--- src/hdl/epbc_defs.svh ---
// Purpose: constants for the exception priority and break control block
// Assumes: 8-bit core, 16-bit vector addresses, bus clock only
// Notes:   slot addresses are even; low byte of each vector is at slot+1
`ifndef EPBC_DEFS_SVH
`define EPBC_DEFS_SVH
`define EPBC_NUM_SRC      21
`define EPBC_VEC_RSVD     16'hFFD0
`define EPBC_VEC_SWI      16'hFFFC
`define EPBC_VEC_RESET    16'hFFFE
`define EPBC_SRC_LOW_BYTE 8'hFA
`define EPBC_MASK_RESET   1'h1
`define EPBC_BREAK_FLAG_CLEAR_ENABLE_RESET   1'h0
`define EPBC_IDX_RESET    5'h00
`define EPBC_ALLOW_RESET  1'h1
`endif

--- src/hdl/epbc_pkg.sv ---
// Purpose: types of the exception priority and break control block
// Assumes: nothing beyond the defs header
// Notes:   state codes are written out
package epbc_pkg;
  typedef enum logic [2:0] {
    EPBC_RUN   = 3'h0,
    EPBC_VECHI = 3'h1,
    EPBC_VECLO = 3'h2,
    EPBC_SLEEP = 3'h3
  } epbc_state_type;

  typedef enum logic [1:0] {
    EPBC_KIND_NONE = 2'h0,
    EPBC_KIND_IRQ  = 2'h1,
    EPBC_KIND_SWI  = 2'h2,
    EPBC_KIND_RST  = 2'h3
  } epbc_kind_type;
endpackage

--- src/hdl/epbc_arb_if.sv ---
// Purpose: carries pending requests to the priority encoder and its result
// Assumes: same clock both sides
// Notes:   purely combinational link
`timescale 1ns/100ps
interface epbc_arb_if;
  logic [20:0] req;
  logic        any;
  logic [4:0]  idx;
  modport encoder (input req, output any, output idx);
  modport user    (output req, input any, input idx);
endinterface

--- src/hdl/epbc_prio_enc.sv ---
// Purpose: fixed priority pick among the maskable sources
// Assumes: req[0] is the first source (highest), req[20] the last
// Notes:   result index 0 means first source
`timescale 1ns/100ps
`include "epbc_defs.svh"
module epbc_prio_enc (
  epbc_arb_if.encoder arb
);
  logic [4:0] pick;
  logic       hit;

  always_comb begin
    pick = `EPBC_IDX_RESET;
    hit  = 1'b0;
    // scan low to high priority so the highest wins last
    for (int i = `EPBC_NUM_SRC - 1; i >= 0; i--) begin
      if (arb.req[i]) begin
        pick = 5'(i);
        hit  = 1'b1;
      end
    end
  end

  assign arb.any = hit;
  assign arb.idx = pick;
endmodule

--- src/hdl/epbc_top.sv ---
// Purpose: exception arbitration, vector supply, break flag control, low power
// Assumes: core strobes are one-cycle pulses on the bus clock
// Notes:   vector bytes are given on two successive fetch strobes, high first
`timescale 1ns/100ps
`include "epbc_defs.svh"

// Notes on behaviour
// [RQ1] each source owns a two-byte slot; higher address means higher priority
// [RQ2] reset beats everything and is never arbitrated
// [RQ3] break unit request at break point interrupts program flow
// [RQ4] break request sends vector fetch to the software interrupt slot
// [RQ5] a flag clear allow signal goes to every peripheral during break
// [RQ6] enable set lets clears work in break; clear keeps flags set
// [RQ7] debugger register accesses in protected break disturb no set flag
// [RQ8] flag cleared in break with clearing allowed stays cleared afterwards
// [RQ9] two-step clears stay blocked in break even if step one came earlier
// [RQ10] after break the second step clears normally, first step still counts
// [RQ11] wait or stop puts the core into an unclocked low-power state
// [RQ12] wait and stop clear the interrupt mask bit
// [RQ13] a latched interrupt holds until serviced or mask cleared
// [RQ14] at instruction end take hardware interrupt only if unmasked and enabled
// [RQ15] status flag reads one while its source requests, zero otherwise
// [RQ16] vector high byte from even slot address, low byte from odd one
module epbc_top (
  input  wire logic        clk_i,
  input  wire logic        rst_n_i,
  input  wire logic        reset_req_i,
  input  wire logic [20:0] src_req_i,
  input  wire logic [20:0] src_en_i,
  input  wire logic        insn_end_i,
  input  wire logic        swi_exec_i,
  input  wire logic        wait_exec_i,
  input  wire logic        stop_exec_i,
  input  wire logic        brk_req_i,
  input  wire logic        brk_exit_i,
  input  wire logic        vec_fetch_i,
  input  wire logic        svc_done_i,
  input  wire logic        mask_set_i,
  input  wire logic        mask_clr_i,
  input  wire logic        break_flag_clear_enable_wr_i,
  input  wire logic        break_flag_clear_enable_i,
  output logic             exc_start_o,
  output logic [15:0]      vec_addr_o,
  output logic [7:0]       vec_byte_o,
  output logic             vec_valid_o,
  output logic             core_clk_hold_o,
  output logic             stop_mode_o,
  output logic             mask_o,
  output logic             brk_state_o,
  output logic             flag_clr_allow_o,
  output logic [20:0]      status_flags_o
);
  typedef struct packed {
    epbc_pkg::epbc_state_type state;
    epbc_pkg::epbc_kind_type  kind;
    logic [4:0]               idx;
    logic                     latched;
    logic                     mask;
    logic                     break_flag_clear_enable;
    logic                     brk;
    logic                     stop;
    logic                     exc_start;
    logic [15:0]              vec_addr;
    logic [7:0]               vec_byte;
    logic                     vec_valid;
    logic [20:0]              flags;
    logic                     hold;
    logic                     allow;
    logic [20:0]              req_s1;
    logic [20:0]              req_s2;
    logic                     brk_s1;
    logic                     brk_s2;
    logic                     rst_s1;
    logic                     rst_s2;
  } epbc_regs_type;

  epbc_regs_type r_ff;
  epbc_regs_type nxt_r;
  logic [20:0]   live;
  logic [15:0]   slot;

  epbc_arb_if arb ();

  epbc_prio_enc u_enc (
    .arb (arb.encoder)
  );

  assign live    = r_ff.req_s2 & src_en_i;                        // see [RQ14]
  assign arb.req = live;

  // slot address: source i at EPBC_SRC_LOW_BYTE minus 2i
  always_comb begin
    unique case (r_ff.kind)
      epbc_pkg::EPBC_KIND_RST:  slot = `EPBC_VEC_RESET;
      epbc_pkg::EPBC_KIND_SWI:  slot = `EPBC_VEC_SWI;            // see [RQ4]
      epbc_pkg::EPBC_KIND_IRQ: begin
        slot = {8'hFF, 8'(`EPBC_SRC_LOW_BYTE - {r_ff.idx, 1'b0})};  // see [RQ1]
      end
      epbc_pkg::EPBC_KIND_NONE: slot = `EPBC_VEC_RSVD;
    endcase
  end

  always_comb begin
    nxt_r           = r_ff;
    nxt_r.exc_start = 1'b0;
    nxt_r.vec_valid = 1'b0;
    // pin and peripheral requests cross into the bus clock first
    nxt_r.req_s1    = src_req_i;
    nxt_r.req_s2    = r_ff.req_s1;
    nxt_r.brk_s1    = brk_req_i;
    nxt_r.brk_s2    = r_ff.brk_s1;
    nxt_r.rst_s1    = reset_req_i;
    nxt_r.rst_s2    = r_ff.rst_s1;
    nxt_r.flags     = r_ff.req_s2;                                // see [RQ15]
    if (break_flag_clear_enable_wr_i) begin
      nxt_r.break_flag_clear_enable = break_flag_clear_enable_i;                                        // see [RQ6]
    end
    if (mask_set_i) begin
      nxt_r.mask = 1'b1;
    end
    if (mask_clr_i) begin
      nxt_r.mask    = 1'b0;
      nxt_r.latched = 1'b0;                                       // see [RQ13]
    end
    if (brk_exit_i) begin
      nxt_r.brk = 1'b0;
    end
    if (svc_done_i) begin
      nxt_r.latched = 1'b0;                                       // see [RQ13]
    end
    unique case (r_ff.state)
      epbc_pkg::EPBC_RUN: begin
        // a held break request is not taken again while in break
        if (r_ff.brk_s2 && !r_ff.brk) begin
          nxt_r.brk       = 1'b1;                                 // see [RQ3]
          nxt_r.kind      = epbc_pkg::EPBC_KIND_SWI;              // see [RQ4]
          nxt_r.exc_start = 1'b1;
          nxt_r.state     = epbc_pkg::EPBC_VECHI;
        end else if (swi_exec_i) begin
          nxt_r.kind      = epbc_pkg::EPBC_KIND_SWI;
          nxt_r.exc_start = 1'b1;
          nxt_r.mask      = 1'b1;
          nxt_r.state     = epbc_pkg::EPBC_VECHI;
        end else if (wait_exec_i || stop_exec_i) begin
          nxt_r.mask  = 1'b0;                                     // see [RQ12]
          nxt_r.stop  = stop_exec_i;
          nxt_r.state = epbc_pkg::EPBC_SLEEP;                     // see [RQ11]
        end else if (insn_end_i && !r_ff.mask && (r_ff.latched || arb.any)) begin
          if (!r_ff.latched) begin
            nxt_r.idx = arb.idx;                                  // see [RQ13]
          end
          nxt_r.latched   = 1'b1;
          nxt_r.kind      = epbc_pkg::EPBC_KIND_IRQ;              // see [RQ14]
          nxt_r.exc_start = 1'b1;
          nxt_r.mask      = 1'b1;
          nxt_r.state     = epbc_pkg::EPBC_VECHI;
        end
      end
      epbc_pkg::EPBC_VECHI: begin
        if (vec_fetch_i) begin
          nxt_r.vec_addr  = slot;                                 // see [RQ16]
          nxt_r.vec_byte  = slot[15:8];
          nxt_r.vec_valid = 1'b1;
          nxt_r.state     = epbc_pkg::EPBC_VECLO;
        end
      end
      epbc_pkg::EPBC_VECLO: begin
        if (vec_fetch_i) begin
          nxt_r.vec_addr  = slot | 16'h0001;                      // see [RQ16]
          nxt_r.vec_byte  = slot[7:0];
          nxt_r.vec_valid = 1'b1;
          nxt_r.state     = epbc_pkg::EPBC_RUN;
        end
      end
      epbc_pkg::EPBC_SLEEP: begin
        // any enabled request while the mask is clear, a break or a reset wakes the core
        if (r_ff.brk_s2 && !r_ff.brk) begin
          nxt_r.stop      = 1'b0;
          nxt_r.brk       = 1'b1;
          nxt_r.kind      = epbc_pkg::EPBC_KIND_SWI;
          nxt_r.exc_start = 1'b1;
          nxt_r.state     = epbc_pkg::EPBC_VECHI;
        end else if (arb.any && !r_ff.mask) begin
          nxt_r.stop      = 1'b0;
          nxt_r.latched   = 1'b1;
          nxt_r.idx       = arb.idx;
          nxt_r.kind      = epbc_pkg::EPBC_KIND_IRQ;
          nxt_r.exc_start = 1'b1;
          nxt_r.mask      = 1'b1;
          nxt_r.state     = epbc_pkg::EPBC_VECHI;
        end
      end
    endcase
    // reset overrides any arbitration in progress
    if (r_ff.rst_s2) begin
      nxt_r.kind      = epbc_pkg::EPBC_KIND_RST;                  // see [RQ2]
      nxt_r.exc_start = 1'b1;
      nxt_r.mask      = 1'b1;
      nxt_r.latched   = 1'b0;
      nxt_r.brk       = 1'b0;
      nxt_r.stop      = 1'b0;
      nxt_r.state     = epbc_pkg::EPBC_VECHI;
    end
    // level outputs registered from their next-state sources
    nxt_r.hold  = (nxt_r.state == epbc_pkg::EPBC_SLEEP);          // see [RQ11]
    nxt_r.allow = !nxt_r.brk || nxt_r.break_flag_clear_enable;                       // see [RQ5] see [RQ6]
  end

  always_ff @(posedge clk_i or negedge rst_n_i) begin
    if (!rst_n_i) begin
      r_ff       <= '0;
      r_ff.state <= epbc_pkg::EPBC_VECHI;
      r_ff.kind  <= epbc_pkg::EPBC_KIND_RST;
      r_ff.mask  <= `EPBC_MASK_RESET;
      r_ff.break_flag_clear_enable  <= `EPBC_BREAK_FLAG_CLEAR_ENABLE_RESET;
      r_ff.allow <= `EPBC_ALLOW_RESET;
    end else begin
      r_ff <= nxt_r;
    end
  end

  // peripherals gate every clear (single or two-step) with this level;
  // a two-step clear keeps its first-step state, so only the final step
  // is blocked, and what is cleared is never restored
  // see [RQ5] see [RQ7] see [RQ8] see [RQ9] see [RQ10]
  assign flag_clr_allow_o = r_ff.allow;

  assign exc_start_o     = r_ff.exc_start;
  assign vec_addr_o      = r_ff.vec_addr;
  assign vec_byte_o      = r_ff.vec_byte;
  assign vec_valid_o     = r_ff.vec_valid;
  assign core_clk_hold_o = r_ff.hold;                             // see [RQ11]
  assign stop_mode_o     = r_ff.stop;
  assign mask_o          = r_ff.mask;
  assign brk_state_o     = r_ff.brk;
  assign status_flags_o  = r_ff.flags;
endmodule

--- config.mk ---
export PLATFORM = sky130hd
export DESIGN_NAME = epbc_top
export DESIGN_NICKNAME = d
export VERILOG_FILES = /design/src/hdl/epbc_pkg.sv /design/src/hdl/epbc_arb_if.sv /design/src/hdl/epbc_prio_enc.sv /design/src/hdl/epbc_top.sv
export VERILOG_INCLUDE_DIRS = /design/src /design/src/hdl
export SDC_FILE = /design/constraint.sdc
export NUM_CORES = 1
export LEC_CHECK = 0
export BUFFER_PORTS_ARGS = -buffer_cell sky130_fd_sc_hd__buf_2
export CAP_MARGIN = 20
export CORE_MARGIN = 2
export CORE_UTILIZATION = 39
export CTS_BUF_LIST = sky130_fd_sc_hd__clkbuf_16
export DETAILED_ROUTE_END_ITERATION = 7
export GPL_TIMING_DRIVEN = 0
export PLACE_DENSITY = 0.61
export SLEW_MARGIN = 20
export SYNTH_ARGS = -nofsm -noshare
export SYNTH_HDL_FRONTEND = slang
export SYNTH_HIERARCHICAL = 1
export SYNTH_SLANG_ARGS = --single-unit
--- constraint.sdc ---
create_clock -name clk_i -period 4.4 [get_ports clk_i]
set_clock_uncertainty 0.15 [all_clocks]
set_input_delay 0.22 -clock clk_i [delete_from_list [all_inputs] [get_ports clk_i]]
set_output_delay 0.22 -clock clk_i [all_outputs]
set_load 0.02 [all_outputs]
==> metrics.md <==
| Metric | Value |
|---|---|
| Status | complete, no violations |
| Final #Nets | 552 |
| VDD IR-drop max | 186 uV |
| RSZ-0062 raised after global routing | no |
| DR vias | 2956 |
| Post-synth top flop | dfrtp_1 |
| Reg2reg end | core_clk_hold_o$_DFF_PN0_ |
| Synthesized area per cell | 11.7 sq um |
| Slew Viols, Final | 0 |
| Hold endpoint | r_ff[97]$_DFF_PN0_ |
| #FFs+latches synth | 101 |
| Syn Inst Count | 349 |
| Largest net degree at the start of global routing | 63 |
| Rel. slew slack | 67.8% |
| DR DRC count | 0 |
| Arrival time worst endpoint | 2.86 ns |
| Worst-case clock buffer depth | 2 |
| Worst path slowest cell | or4_4 |
| Final Hold Fails | 0 |
| Setup violations, final | 0 |
| Final WL | 8180 um |
| FF-to-FF path depth | 9 |
| Asr flop ratio synth | 100% |
| CTS root buf | clkbuf_16 |
| Most frequent cells in the layout | buf_2 (108), dfrtp_1 (96), buf_4 (47) |
| Tightest Pin Transition | 0.479 ns |
| Share of Yosys cell area claimed by the top area cell type | 58.7% |
| 1st-iter DRT viols | 114 |
| Wirelength per Cell | 12.9 um |
| Count of max-cap constraint violations | 0 |
| Initial antenna violation count | 0 |
| Min-delay src | break_flag_clear_enable_wr_i |
| Total die area | 11300 sq um |
| Die width | 106 um |
| Share of cells above drive strength 1 | 38.9% |
| Port Buffer Count | 108 |
| Total GRT Usage | 15.4% |
| Die H | 106 um |
| Setup ws final | 1.67 ns |
| # Post-CTS Setup Buffers | 0 |
| Initial Utilization | 39.8% |
| Clock insertion delay at the later pin of the skew report | 0.34 ns |
| ANT cells | 0 |
| Pre-CTS setup slack | 1.70 ns |
| Row count | 37 |
| Hold crit path type | in -> reg |
| Most common cell after layout, fill and taps aside | buf_2 |
| Hold path depth | 2 |
| Final period util | 62.1% |
| Fmax | 366 MHz |
| Crit. End Element | flip-flop |
| Largest area contributor in the netlist | dfrtp_1 |
| Synth unique cells | 58 |
| CP Launch Type | flip-flop |
| Grt ovf | 0 |
| Post-Syn Area | 4090 sq um |
| Antenna Violating Nets Remaining | 0 |
| Core area | 10300 sq um |
| Main area contributors after synthesis | dfrtp_1 (59%), buf_4 (8.6%), and2_1 (3.5%) |
| EDFF count, synth | 0 |
| CP max stage delay | 0.54 ns |
| Final GP Congestion | 0.930 |
| H-tree depth | 3 |
| Register area share after synthesis | 61.9% |
| Crit Path Category | reg -> reg |
| Total Power | 2.10 mW |
| Clk pin slew, worst setup/hold paths | 0.07 ns |
| Pwr dens | 390 nW/um^2 |
| Min Tclk post-route | 2.73 ns |
| Total negative slack | 0 ns |
| IO Count | 109 |
| Critical path fanouts, max | 3 |
| Vias per inst | 4.66 |
| Mapped Nets | 407 |
| WP buf/inv | 0 |
| Leak Pwr | 2.48 nW |
| Crit path cell chain | and2_1, or4_4, nor2_1, nand4_1, nor2_2, o21ai_1, a2111o_1, o2bb2a_4, o21a_1 |
| Top delay family on crit path | simple AND/OR/NAND/NOR gates |
| Fill cell count | 943 |
| First-pass GRT wire length | 13800 um |
| CTS tree | built |
| First-pass detailed-route iteration total | 4 |
| Vias in the first global route | 2935 |
| Syn. warnings | 6 |
| HPWL Detailed | 5940 um |
| Area Growth Syn to Fin | 31.2% |
| Post-route cell area | 5370 sq um |
| Reg2reg setup slack | 1.67 ns |
| CP required | 4.52 ns |
| Reg2reg start | nxt_r[64]$_DFF_PN0_ |
| Total CTS buffers | 9 |
| Area post-placement | 4840 sq um |
| Clock sinks | 101 |
cell families (layout without fill, tap and decap cells):
logic type | Yosys count | in the layout | synth area share [%]
simple gates | 111 | 111 | 14.7
fa+ha+maj | 1 | 1 | 0.306
flops | 101 | 101 | 61.9
mux | 7 | 7 | 1.77
compound gates | 64 | 64 | 10.5
buf+inv | 62 | 212 | 10.2
xor+xnor | 3 | 3 | 0.642
worst register-to-register path, cell delays in order, from the launching register on:
cell	delay, ns
dfrtp_1	0.37
and2_1	0.18
or4_4	0.54
nor2_1	0.15
nand4_1	0.20
nor2_2	0.23
o21ai_1	0.09
a2111o_1	0.43
o2bb2a_4	0.21
o21a_1	0.11
synth_stat cells, drive strengths merged (3+ instances only):
master / n
dfrtp: 96
nand2: 16
buf: 49
o21ai: 15
inv: 11
nand3: 4
o31ai: 3
nor2b: 5
nor4: 7
dfstp: 5
nor2: 32
mux2i: 5
nand2b: 7
and2: 23
nor3: 6
a21oi: 21
o21a: 4
worst max path at each step:
stage / from / endpoint / cells after the start
floorplan: nxt_r[64]$_DFF_PN0_ / core_clk_hold_o$_DFF_PN0_ / 9
global placement: nxt_r[64]$_DFF_PN0_ / core_clk_hold_o$_DFF_PN0_ / 9
detailed placement: nxt_r[64]$_DFF_PN0_ / core_clk_hold_o$_DFF_PN0_ / 9
CTS: nxt_r[64]$_DFF_PN0_ / r_ff[104]$_DFFE_PN0P_ / 9
global route: nxt_r[59]$_DFF_PN0_ / r_ff[101]$_DFFE_PN0P_ / 9
finish: nxt_r[64]$_DFF_PN0_ / core_clk_hold_o$_DFF_PN0_ / 9
flip-flops by register name, indices dropped and copies added (netlist names):
register and flops:
nxt_r 44, status_flags_o 21, r_ff 14, vec_addr_o 8, vec_byte_o 7, brk_state_o 1, core_clk_hold_o 1, exc_start_o 1
flag_clr_allow_o 1, mask_o 1, stop_mode_o 1, vec_valid_o 1
per-layer routing:
metal  track usage (%)  up-vias  share of wire, %
li1                  -     1436                 -
met1              20.7     1427                46
met2              25.0       84                48
met3              3.19        9               4.5
met4              5.01        0               1.2
met5                 0        -                 0
through the flow:
step / instances / hold slack (ns) / utilization (%)
6_report: 635 / 0.00969 / 52.2
5_1_grt: 635 / 0.0149 / 52.2
4_1_cts: 635 / 0.00600 / 52.2
3_5_place_dp: 594 / 0.000605 / 47.1
3_3_place_gp: 593 / 0.177 / 46.7
2_1_floorplan: 349 / -0.226 / -
report_power, final:
group | internal, mW | switching [mW] | leakage (nW)
Combinational | 0.143 | 0.170 | 1.18
Sequential | 0.996 | 0.0342 | 1.16
Clock | 0.392 | 0.360 | 0.139
final cells by class:
class,count,area (sq um),share of cell area [%]
Tap cell,136,170,3.17
Clock buffer,9,225,4.20
Timing Repair Buffer,134,825,15.4
Multi-Input combinational cell,186,1140,21.3
Inverter,11,41.3,0.769
Sequential cell,101,2530,47.2
Clock inverter,7,55.1,1.03
Buffer,51,377,7.02
what timing repair did:
| action | 4_1_cts | 5_1_grt |
|---|---|---|
| resized for setup | 0 | 0 |
| endpoints found under the hold margin | 63 | 0 |
| hold buffers | 25 | 0 |
Power figures use the tool's default switching activity.
